--- src/ccm_pkg.sv ---
/*
 * ccm_pkg: constants and types for the capture/compare/PWM mode unit.
 * assumes: nothing; imported by no file, referenced by scope only.
 */
package ccm_pkg;
	localparam int          CCM_TMR_W      = 16;
	localparam int          CCM_MODE_W     = 4;
	localparam int          CCM_MODE_LSB   = 0;
	localparam logic [3:0]  CCM_MODE_OFF   = 4'h0;
	localparam logic [3:0]  CCM_MODE_TGLCL = 4'h1;
	localparam logic [3:0]  CCM_MODE_TGL   = 4'h2;
	localparam logic [3:0]  CCM_MODE_CAPBO = 4'h3;
	localparam logic [3:0]  CCM_MODE_CAPFA = 4'h4;
	localparam logic [3:0]  CCM_MODE_CAPRI = 4'h5;
	localparam logic [3:0]  CCM_MODE_CAP4  = 4'h6;
	localparam logic [3:0]  CCM_MODE_CAP16 = 4'h7;
	localparam logic [3:0]  CCM_MODE_SET   = 4'h8;
	localparam logic [3:0]  CCM_MODE_CLR   = 4'h9;
	localparam logic [3:0]  CCM_MODE_PLS   = 4'hA;
	localparam logic [3:0]  CCM_MODE_PLSCL = 4'hB;
	localparam logic [3:0]  CCM_MODE_PWM   = 4'hC;
	localparam logic [3:0]  CCM_MODE_RSV0  = 4'hD;
	localparam logic [3:0]  CCM_MODE_RSV1  = 4'hE;
	localparam logic [3:0]  CCM_MODE_PWM2  = 4'hF;
	localparam logic [3:0]  CCM_PRE4_LAST  = 4'h3;
	localparam logic [3:0]  CCM_PRE16_LAST = 4'hF;
	localparam logic [15:0] CCM_TMR_RST    = 16'h0000;

	typedef enum logic [2:0] {
		CCM_KIND_OFF = 3'b000,
		CCM_KIND_CAP = 3'b001,
		CCM_KIND_CMP = 3'b010,
		CCM_KIND_PWM = 3'b011,
		CCM_KIND_RSV = 3'b100
	} ccm_kind_type;

	// per-mode decoded behaviour
	typedef struct packed {
		ccm_kind_type kind;
		logic         cap_rise;
		logic         cap_fall;
		logic [3:0]   pre_last;
		logic         clr_tmr;
		logic         pulse;
	} ccm_dec_type;

	// events leaving the unit
	typedef struct packed {
		logic capture;
		logic match;
		logic pwm_edge;
	} ccm_evt_type;
endpackage

--- src/ccm_edge.sv ---
/*
 * ccm_edge: synchroniser and edge detector for the unit's input pin.
 * assumes: pin is asynchronous to clk_i; single clock, sync reset.
 */
`timescale 1ns/1ps
module ccm_edge (
	// clock and reset
	input  wire logic clk_i,
	input  wire logic rst_i,
	// pin and edges
	input  wire logic pin_i,
	output logic      rise_o,
	output logic      fall_o
);
	logic sync1_ff;
	logic sync2_ff;
	logic last_ff;

	always_ff @(posedge clk_i) begin
		if (rst_i) begin
			sync1_ff <= 1'b0;
			sync2_ff <= 1'b0;
			last_ff  <= 1'b0;
		end else begin
			sync1_ff <= pin_i;
			sync2_ff <= sync1_ff;
			last_ff  <= sync2_ff;
		end
	end

	assign rise_o = sync2_ff & ~last_ff;
	assign fall_o = ~sync2_ff & last_ff;
endmodule

--- src/ccm_pwm.sv ---
/*
 * ccm_pwm: pwm waveform from the period timer count and a duty value.
 * assumes: period timer count and period-reload pulse come from the same clock.
 */
`timescale 1ns/1ps
module ccm_pwm #(
	parameter int W = 16
) (
	// clock and reset
	input  wire logic         clk_i,
	input  wire logic         rst_i,
	// control
	input  wire logic         en_i,
	input  wire logic [W-1:0] duty_i,
	// period timer
	input  wire logic [W-1:0] ptmr_i,
	input  wire logic         prd_i,
	// result
	output logic              pwm_o,
	output logic              edge_o
);
	logic [W-1:0] duty_ff;
	logic         out_ff;
	logic         edge_ff;

	// duty latched at period start to avoid glitches
	always_ff @(posedge clk_i) begin
		if (rst_i || !en_i) begin
			duty_ff <= '0;
			out_ff  <= 1'b0;
			edge_ff <= 1'b0;
		end else if (prd_i) begin
			duty_ff <= duty_i;
			out_ff  <= (duty_i != '0);
			edge_ff <= 1'b1;
		end else begin
			edge_ff <= 1'b0;
			if (ptmr_i == duty_ff) begin
				out_ff <= 1'b0;
			end
		end
	end

	assign pwm_o  = out_ff;
	assign edge_o = edge_ff;
endmodule

--- src/ccm_unit.sv ---
/*
 * ccm_unit: mode decoding and behaviour of one capture/compare/pwm unit,
 * with its own 16-bit first timer.
 * assumes: period timer count and period pulse arrive on clk_i; the
 * interrupt flag is cleared by software through int_clr_i.
 */
// Overview of operation
// four-bit mode field selects unit behaviour
// mode 0000 turns off and resets unit; the first timer is not reset and keeps counting
// mode 0011 captures on every input edge
// mode 0100 captures on falling edges only
// mode 0101 captures on rising edges only
// mode 0110 captures every fourth rising edge
// mode 0111 captures every sixteenth rising edge
// mode 0010 toggles output on match, keeps timer
// mode 0001 toggles output, clears first timer
// mode 1000 sets output on match
// mode 1001 clears output on match
// mode 1010 pulses output 0-1-0 on match
// mode 1011 pulses output and clears timer
// modes 1100 and 1111 generate period-timed pwm
// every event sets the interrupt flag
// events trigger adc when unit selected
// first timer is 16-bit up-counter
// capture copies count; match on equal compare
// reserved modes produce no activity
`timescale 1ns/1ps
module ccm_unit #(
	parameter int TMR_W = 16
) (
	// clock and reset
	input  wire logic             clk_i,
	input  wire logic             rst_i,
	// control
	input  wire logic [7:0]       capture_compare_control_i,
	input  wire logic [TMR_W-1:0] compare_value_i,
	input  wire logic             timer_en_i,
	input  wire logic             adc_sel_i,
	input  wire logic             int_clr_i,
	// pins and timers
	input  wire logic             unit_pin_i,
	input  wire logic [TMR_W-1:0] period_timer_i,
	input  wire logic             period_reload_i,
	// status and outputs
	output logic [TMR_W-1:0]      first_timer_count_o,
	output logic [TMR_W-1:0]      capture_hold_o,
	output logic                  unit_out_o,
	output logic                  capture_compare_int_flag_o,
	output logic                  adc_start_o,
	output ccm_pkg::ccm_evt_type  event_o
);
	logic [3:0]             mode;
	ccm_pkg::ccm_dec_type   dec;
	logic                   rise;
	logic                   fall;
	logic [3:0]             pre_ff;
	logic [TMR_W-1:0]       tmr_ff;
	logic [TMR_W-1:0]       hold_ff;
	logic                   out_ff;
	logic                   pls_ff;
	logic                   flag_ff;
	logic                   adc_ff;
	logic                   match_ff;
	logic                   cap_evt;
	logic                   pre_hit;
	logic                   match;
	logic                   pwm_out;
	logic                   pwm_edge;
	logic                   pwm_evt;
	logic                   any_evt;

	// mode field decode
	function automatic ccm_pkg::ccm_dec_type decode(input logic [3:0] m);
		ccm_pkg::ccm_dec_type d;
		d = '{kind: ccm_pkg::CCM_KIND_RSV, cap_rise: 1'b0, cap_fall: 1'b0,
			pre_last: 4'h0, clr_tmr: 1'b0, pulse: 1'b0};
		case (m)
			ccm_pkg::CCM_MODE_OFF:   d.kind = ccm_pkg::CCM_KIND_OFF;
			ccm_pkg::CCM_MODE_CAPBO: begin
				d.kind     = ccm_pkg::CCM_KIND_CAP;
				d.cap_rise = 1'b1;
				d.cap_fall = 1'b1;
			end
			ccm_pkg::CCM_MODE_CAPFA: begin
				d.kind     = ccm_pkg::CCM_KIND_CAP;
				d.cap_fall = 1'b1;
			end
			ccm_pkg::CCM_MODE_CAPRI: begin
				d.kind     = ccm_pkg::CCM_KIND_CAP;
				d.cap_rise = 1'b1;
			end
			ccm_pkg::CCM_MODE_CAP4: begin
				d.kind     = ccm_pkg::CCM_KIND_CAP;
				d.cap_rise = 1'b1;
				d.pre_last = ccm_pkg::CCM_PRE4_LAST;
			end
			ccm_pkg::CCM_MODE_CAP16: begin
				d.kind     = ccm_pkg::CCM_KIND_CAP;
				d.cap_rise = 1'b1;
				d.pre_last = ccm_pkg::CCM_PRE16_LAST;
			end
			ccm_pkg::CCM_MODE_TGL:   d.kind = ccm_pkg::CCM_KIND_CMP;
			ccm_pkg::CCM_MODE_TGLCL: begin
				d.kind    = ccm_pkg::CCM_KIND_CMP;
				d.clr_tmr = 1'b1;
			end
			ccm_pkg::CCM_MODE_SET:   d.kind = ccm_pkg::CCM_KIND_CMP;
			ccm_pkg::CCM_MODE_CLR:   d.kind = ccm_pkg::CCM_KIND_CMP;
			ccm_pkg::CCM_MODE_PLS: begin
				d.kind  = ccm_pkg::CCM_KIND_CMP;
				d.pulse = 1'b1;
			end
			ccm_pkg::CCM_MODE_PLSCL: begin
				d.kind    = ccm_pkg::CCM_KIND_CMP;
				d.pulse   = 1'b1;
				d.clr_tmr = 1'b1;
			end
			ccm_pkg::CCM_MODE_PWM,
			ccm_pkg::CCM_MODE_PWM2:  d.kind = ccm_pkg::CCM_KIND_PWM;
			default:                 d.kind = ccm_pkg::CCM_KIND_RSV;
		endcase
		return d;
	endfunction

	assign mode = capture_compare_control_i[ccm_pkg::CCM_MODE_LSB +: ccm_pkg::CCM_MODE_W];
	assign dec  = decode(mode);

	ccm_edge u_edge (
		.clk_i  (clk_i),
		.rst_i  (rst_i),
		.pin_i  (unit_pin_i),
		.rise_o (rise),
		.fall_o (fall)
	);

	ccm_pwm #(
		.W (TMR_W)
	) u_pwm (
		.clk_i  (clk_i),
		.rst_i  (rst_i),
		.en_i   (dec.kind == ccm_pkg::CCM_KIND_PWM),
		.duty_i (compare_value_i),
		.ptmr_i (period_timer_i),
		.prd_i  (period_reload_i),
		.pwm_o  (pwm_out),
		.edge_o (pwm_edge)
	);

	// capture edge qualification and prescale
	assign pre_hit = (pre_ff == dec.pre_last);
	assign cap_evt = (dec.kind == ccm_pkg::CCM_KIND_CAP)
		&& ((rise && dec.cap_rise) || (fall && dec.cap_fall))
		&& pre_hit;

	always_ff @(posedge clk_i) begin
		if (rst_i || dec.kind != ccm_pkg::CCM_KIND_CAP || dec.pre_last == 4'h0) begin
			pre_ff <= 4'h0;
		end else if (rise) begin
			pre_ff <= pre_hit ? 4'h0 : pre_ff + 4'h1;
		end
	end

	// compare match, only once per equal count
	assign match = (dec.kind == ccm_pkg::CCM_KIND_CMP)
		&& (tmr_ff == compare_value_i) && !match_ff;

	always_ff @(posedge clk_i) begin
		if (rst_i || dec.kind != ccm_pkg::CCM_KIND_CMP) begin
			match_ff <= 1'b0;
		end else begin
			match_ff <= (tmr_ff == compare_value_i);
		end
	end

	// first timer
	always_ff @(posedge clk_i) begin
		if (rst_i) begin
			tmr_ff <= TMR_W'(ccm_pkg::CCM_TMR_RST);
		end else if (match && dec.clr_tmr) begin
			tmr_ff <= TMR_W'(ccm_pkg::CCM_TMR_RST);
		end else if (timer_en_i) begin
			tmr_ff <= tmr_ff + TMR_W'(1);
		end
	end

	// capture holding register
	always_ff @(posedge clk_i) begin
		if (rst_i || dec.kind == ccm_pkg::CCM_KIND_OFF) begin
			hold_ff <= '0;
		end else if (cap_evt) begin
			hold_ff <= tmr_ff;
		end
	end

	// compare output
	always_ff @(posedge clk_i) begin
		if (rst_i || dec.kind == ccm_pkg::CCM_KIND_OFF) begin
			out_ff <= 1'b0;
			pls_ff <= 1'b0;
		end else begin
			pls_ff <= 1'b0;
			if (match) begin
				case (mode)
					ccm_pkg::CCM_MODE_TGL,
					ccm_pkg::CCM_MODE_TGLCL: out_ff <= ~out_ff;
					ccm_pkg::CCM_MODE_SET:   out_ff <= 1'b1;
					ccm_pkg::CCM_MODE_CLR:   out_ff <= 1'b0;
					ccm_pkg::CCM_MODE_PLS,
					ccm_pkg::CCM_MODE_PLSCL: pls_ff <= 1'b1;
					default:                 out_ff <= out_ff;
				endcase
			end
		end
	end

	always_comb begin
		case (dec.kind)
			ccm_pkg::CCM_KIND_CMP: unit_out_o = dec.pulse ? pls_ff : out_ff;
			ccm_pkg::CCM_KIND_PWM: unit_out_o = pwm_out;
			default:               unit_out_o = 1'b0;
		endcase
	end

	// registered period edge may outlive the mode, so gate it
	assign pwm_evt = (dec.kind == ccm_pkg::CCM_KIND_PWM) && pwm_edge;

	// events, interrupt flag, adc trigger
	assign any_evt = cap_evt || match || pwm_evt;

	always_ff @(posedge clk_i) begin
		if (rst_i || dec.kind == ccm_pkg::CCM_KIND_OFF) begin
			flag_ff <= 1'b0;
		end else if (any_evt) begin
			flag_ff <= 1'b1;
		end else if (int_clr_i) begin
			flag_ff <= 1'b0;
		end
	end

	always_ff @(posedge clk_i) begin
		if (rst_i) begin
			adc_ff <= 1'b0;
		end else begin
			adc_ff <= any_evt && adc_sel_i;
		end
	end

	assign first_timer_count_o        = tmr_ff;
	assign capture_hold_o             = hold_ff;
	assign capture_compare_int_flag_o = flag_ff;
	assign adc_start_o                = adc_ff;
	assign event_o                    = '{capture: cap_evt, match: match, pwm_edge: pwm_evt};

	property p_cap_copy;
		@(posedge clk_i) disable iff (rst_i) cap_evt |=> hold_ff == $past(tmr_ff);
	endproperty
	a_cap_copy: assert property (p_cap_copy) else $error("capture did not copy timer");
	property p_tmr_clr;
		@(posedge clk_i) disable iff (rst_i) (match && dec.clr_tmr) |=> tmr_ff == '0;
	endproperty
	a_tmr_clr: assert property (p_tmr_clr) else $error("timer not cleared on match");
	property p_flag;
		@(posedge clk_i) disable iff (rst_i) (any_evt && dec.kind != ccm_pkg::CCM_KIND_OFF) |=> flag_ff;
	endproperty
	a_flag: assert property (p_flag) else $error("event did not set flag");
	property p_adc;
		@(posedge clk_i) disable iff (rst_i) (any_evt && adc_sel_i) |=> adc_start_o;
	endproperty
	a_adc: assert property (p_adc) else $error("adc not started");
	property p_off;
		@(posedge clk_i) disable iff (rst_i) (mode == ccm_pkg::CCM_MODE_OFF)[*2] |-> !flag_ff && !unit_out_o;
	endproperty
	a_off: assert property (p_off) else $error("off mode not reset");
	property p_rsv;
		@(posedge clk_i) disable iff (rst_i) (dec.kind == ccm_pkg::CCM_KIND_RSV) |-> !any_evt && !unit_out_o;
	endproperty
	a_rsv: assert property (p_rsv) else $error("activity in reserved mode");
	property p_set;
		@(posedge clk_i) disable iff (rst_i) (match && mode == ccm_pkg::CCM_MODE_SET) ##1
			(mode == ccm_pkg::CCM_MODE_SET) |-> unit_out_o;
	endproperty
	a_set: assert property (p_set) else $error("output not set on match");
	property p_clr;
		@(posedge clk_i) disable iff (rst_i) (match && mode == ccm_pkg::CCM_MODE_CLR) ##1
			(mode == ccm_pkg::CCM_MODE_CLR) |-> !unit_out_o;
	endproperty
	a_clr: assert property (p_clr) else $error("output not cleared on match");
	property p_tgl;
		@(posedge clk_i) disable iff (rst_i) (match && mode == ccm_pkg::CCM_MODE_TGL) ##1
			(mode == ccm_pkg::CCM_MODE_TGL) |-> unit_out_o != $past(unit_out_o);
	endproperty
	a_tgl: assert property (p_tgl) else $error("output not toggled");
	property p_fall_only;
		@(posedge clk_i) disable iff (rst_i) (mode == ccm_pkg::CCM_MODE_CAPFA && rise) |-> !cap_evt;
	endproperty
	a_fall_only: assert property (p_fall_only) else $error("capture on wrong edge");
	property p_rise_only;
		@(posedge clk_i) disable iff (rst_i) (mode == ccm_pkg::CCM_MODE_CAPRI && fall) |-> !cap_evt;
	endproperty
	a_rise_only: assert property (p_rise_only) else $error("capture on falling edge");
	property p_pulse;
		@(posedge clk_i) disable iff (rst_i) (match && dec.pulse) ##1 dec.pulse |-> unit_out_o ##1 !pls_ff;
	endproperty
	a_pulse: assert property (p_pulse) else $error("compare pulse not one cycle");

	c_cap:   cover property (@(posedge clk_i) cap_evt);
	c_match: cover property (@(posedge clk_i) match && dec.clr_tmr);
	c_pwm:   cover property (@(posedge clk_i) pwm_edge);
	c_pls:   cover property (@(posedge clk_i) pls_ff);
endmodule

--- config.mk ---
export PLATFORM = sky130hd
export DESIGN_NAME = ccm_unit
export DESIGN_NICKNAME = d
export VERILOG_FILES = /design/src/ccm_pkg.sv /design/src/ccm_edge.sv /design/src/ccm_pwm.sv /design/src/ccm_unit.sv
export SDC_FILE = /design/constraint.sdc
export NUM_CORES = 1
export LEC_CHECK = 0
export BUFFER_PORTS_ARGS = -buffer_cell sky130_fd_sc_hd__buf_2
export CORE_ASPECT_RATIO = 0.8
export CORE_MARGIN = 2
export CORE_UTILIZATION = 35
export DETAILED_ROUTE_END_ITERATION = 12
export PLACE_DENSITY = 0.62
export SLEW_MARGIN = 10
export SYNTH_ARGS = -nofsm -noshare
export SYNTH_HDL_FRONTEND = slang
export SYNTH_SLANG_ARGS = --single-unit
--- constraint.sdc ---
create_clock -name clk_i -period 3.02 [get_ports clk_i]
set_input_delay 0 -clock clk_i [delete_from_list [all_inputs] [get_ports clk_i]]
set_output_delay 0 -clock clk_i [all_outputs]
set_load 0.02 [all_outputs]
==> results.sh <==
export IMPL_synth_area_um2=3030
export IMPL_drive_above_1_share=0.247
export IMPL_vdd_ir_drop_max_v=0.000203
export IMPL_synth_edf_count=0
export IMPL_setup_tns_final_ns=0
export IMPL_drc_errors=0
export IMPL_grt_pass1_vias=2375
export IMPL_htreeDepth=3
export IMPL_reg2reg_depth=6
export IMPL_cts_tree="yes"
export IMPL_clockBufferDepth=2
export IMPL_gr_total_overflow=0
export IMPL_synth_ff_type="dfxtp_1"
export IMPL_cts_num_sinks=62
export IMPL_synthesis_nets=374
export IMPL_synthCells=325
export IMPL_fp_row_count=30
export IMPL_crit_fanout=5
export IMPL_core_area_um2=8450
export IMPL_r2r_start="first_timer_count_o[14]"
export IMPL_die_area_um2=9430
export IMPL_num_vias=2556
export IMPL_drt_pre_antenna_iters=4
export IMPL_clock_skew_ns=0.0110
export IMPL_setup_viol=0
export IMPL_async_reset_ff_frac=0
export IMPL_outcome="completed"
export IMPL_final_util=0.460
export IMPL_ys_types=45
export IMPL_powerDensity_nw_per_um2=427
export IMPL_worstPathArrival_ns=2.80
export IMPL_num_nets_final=474
export IMPL_power_total_uw=1660
export IMPL_worstSkewPairLatency_ns=0.35
export IMPL_grt_start_max_net_pins=19
export IMPL_fin_crit_ns=2.51
export IMPL_initial_core_util=0.359
export IMPL_hold_path_end="pls_ff"
export IMPL_whs_ns=0.0274
export IMPL_r2r_setup_slack_ns=0.51
export IMPL_grt_pass1_wl_um=12100
export IMPL_viasPerCell=4.72
export IMPL_drv_cap=0
export IMPL_antenna_found_initial=0
export IMPL_antenna_cells=0
export IMPL_seq_area_frac_synth=0.409
export IMPL_dpl_hpwl_um=5460
export IMPL_dp_cells=503
export IMPL_tightest_slew_ns=0.689
export IMPL_ys_seq_elements=62
export IMPL_ioPinCount=85
export IMPL_grt_usage=0.169
export IMPL_rsz0062_at_grt="false"
export IMPL_areaGrowthSynthToFinish_pct=28.1
export IMPL_critPathKind="flip-flop to flip-flop"
export IMPL_endpoint_kind="flip-flop"
export IMPL_cts_buffers=9
export IMPL_drt_iter0_markers=105
export IMPL_report_final_hold_viol_count=0
export IMPL_yosysTopAreaCell="dfxtp_1"
export IMPL_wirelength_um=7600
export IMPL_clkSlewWorstSetupHoldPaths_ns=0.08
export IMPL_synth_avg_cell_area_um2=9.34
export IMPL_synth_area_leaders="dfxtp_1, mux2i_1, xor2_1"
export IMPL_min_path_type="primary input to flip-flop"
export IMPL_gp_congestion=0.748
export IMPL_synth_top_area_frac=0.409
export IMPL_cp_required_ns=3.31
export IMPL_relSlewSlack=0.540
export IMPL_power_leakage_uw=0.00171
export IMPL_layout_cells_non_filler=542
export IMPL_max_freq_mhz=398
export IMPL_io_buffer_count=80
export IMPL_drv_slew=0
export IMPL_postCtsSetupBuffers=0
export IMPL_cts_root_buf="clkbuf_8"
export IMPL_whs_path_depth=3
export IMPL_start_kind="flip-flop"
export IMPL_ant_nets=0
export IMPL_die_w_um=108
export IMPL_mostFrequentLayoutCell="buf_2"
export IMPL_mostFrequentLayoutCells="buf_2, nor2_1, dfxtp_1"
export IMPL_wl_per_cell_um=14.0
export IMPL_yosys_warnings=0
export IMPL_hp_start="capture_compare_control_i[3]"
export IMPL_r2r_end="adc_start_o"
export IMPL_fin_crit_sh=0.833
export IMPL_die_h_um=87.3
## routing by layer
metal / routed length [um] / GRT usage
met1: 3800 / 0.228
met5: 0 / 0
met2: 3340 / 0.255
met3: 389 / 0.0561
met4: 63 / 0.0524
## Yosys cell counts, types with 4 or more instances
| cell | count |
|---|---|
| xor2_1 | 39 |
| mux2i_1 | 35 |
| nand3_1 | 9 |
| xnor2_1 | 13 |
| nor4_1 | 14 |
| nor2b_1 | 4 |
| clkbuf_1 | 6 |
| nor2_1 | 63 |
| nor3_1 | 7 |
| nand4_1 | 6 |
| dfxtp_1 | 62 |
| nand2_1 | 12 |
| inv_1 | 8 |
## flip-flops by register name (all words and copies together), names as in the netlist
register,count
u_pwm.pwm_o,1
u_pwm.edge_o,1
pls_ff,1
capture_compare_int_flag_o,1
u_edge.last_ff,1
u_edge.sync1_ff,1
u_edge.sync2_ff,1
u_pwm.duty_ff,16
adc_start_o,1
match_ff,1
pre_ff,4
capture_hold_o,16
out_ff,1
first_timer_count_o,16
## metrics by stage
stage          instance area, um2  setup slack, ns
6_report                     3890            0.506
5_1_grt                      3890            0.406
4_1_cts                      3890            0.485
3_5_place_dp                 3480            0.783
3_3_place_gp                 3480            0.802
2_1_floorplan                3030             1.06
## area by class of cell
| cell class | instances | area (um2) |
|---|---|---|
| Multi-Input combinational cell | 238 | 1650 |
| Clock inverter | 7 | 50.0 |
| Tap cell | 112 | 140 |
| Timing Repair Buffer | 105 | 646 |
| Clock buffer | 9 | 124 |
| Sequential cell | 62 | 1240 |
| Inverter | 9 | 38.8 |
| Fill cell | 852 | 4560 |
## power breakdown
part / internal [uW] / total (uW) / switching, uW / leakage, uW
clock network: 298 / 648 / 350 / 0.0000816
logic: 85.3 / 176 / 90.7 / 0.00113
registers: 825 / 835 / 9.98 / 0.000501
total: 1210 / 1660 / 451 / 0.00171
## critical path, cell delays in order, from the launching register on
cell and delay, ns:
dfxtp_1 0.37, xor2_1 0.18, nor4_1 0.41, nand3b_1 0.26, or3_1 0.41, a311oi_1 0.25
dlygate4sd3_1 0.57
## what timing repair did
| action | CTS | global route |
|---|---|---|
| gates resized for setup | 0 | 0 |
| hold buffers | 23 | 0 |
| hold endpoints to repair | 25 | 0 |
## worst max-delay path by stage
stage                       startpoint                      end  slack (ns)  cells after the start
6_report       first_timer_count_o[14]              adc_start_o        0.51                      6
5_1_grt        first_timer_count_o[14]              adc_start_o        0.41                      6
4_1_cts        first_timer_count_o[14]              adc_start_o        0.48                      6
3_5_place_dp   first_timer_count_o[14]   first_timer_count_o[2]        0.78                      6
3_3_place_gp   first_timer_count_o[14]  first_timer_count_o[14]        0.80                      6
2_1_floorplan   first_timer_count_o[7]  first_timer_count_o[13]        1.06                      7
## logic make-up (layout without fill, tap and decap cells)
logic type	Yosys count	count (layout)	synth area share
AND/OR/NAND/NOR	135	135	0.219
flip-flops	62	62	0.409
XOR/XNOR	52	52	0.150
multiplexers	35	35	0.115
buffers and inverters	25	130	0.0478
AO/OA/AOI/OAI	13	13	0.0466
adder cells (fa/ha/maj)	3	3	0.0115
Note: power is estimated with default switching activity, not from simulation.
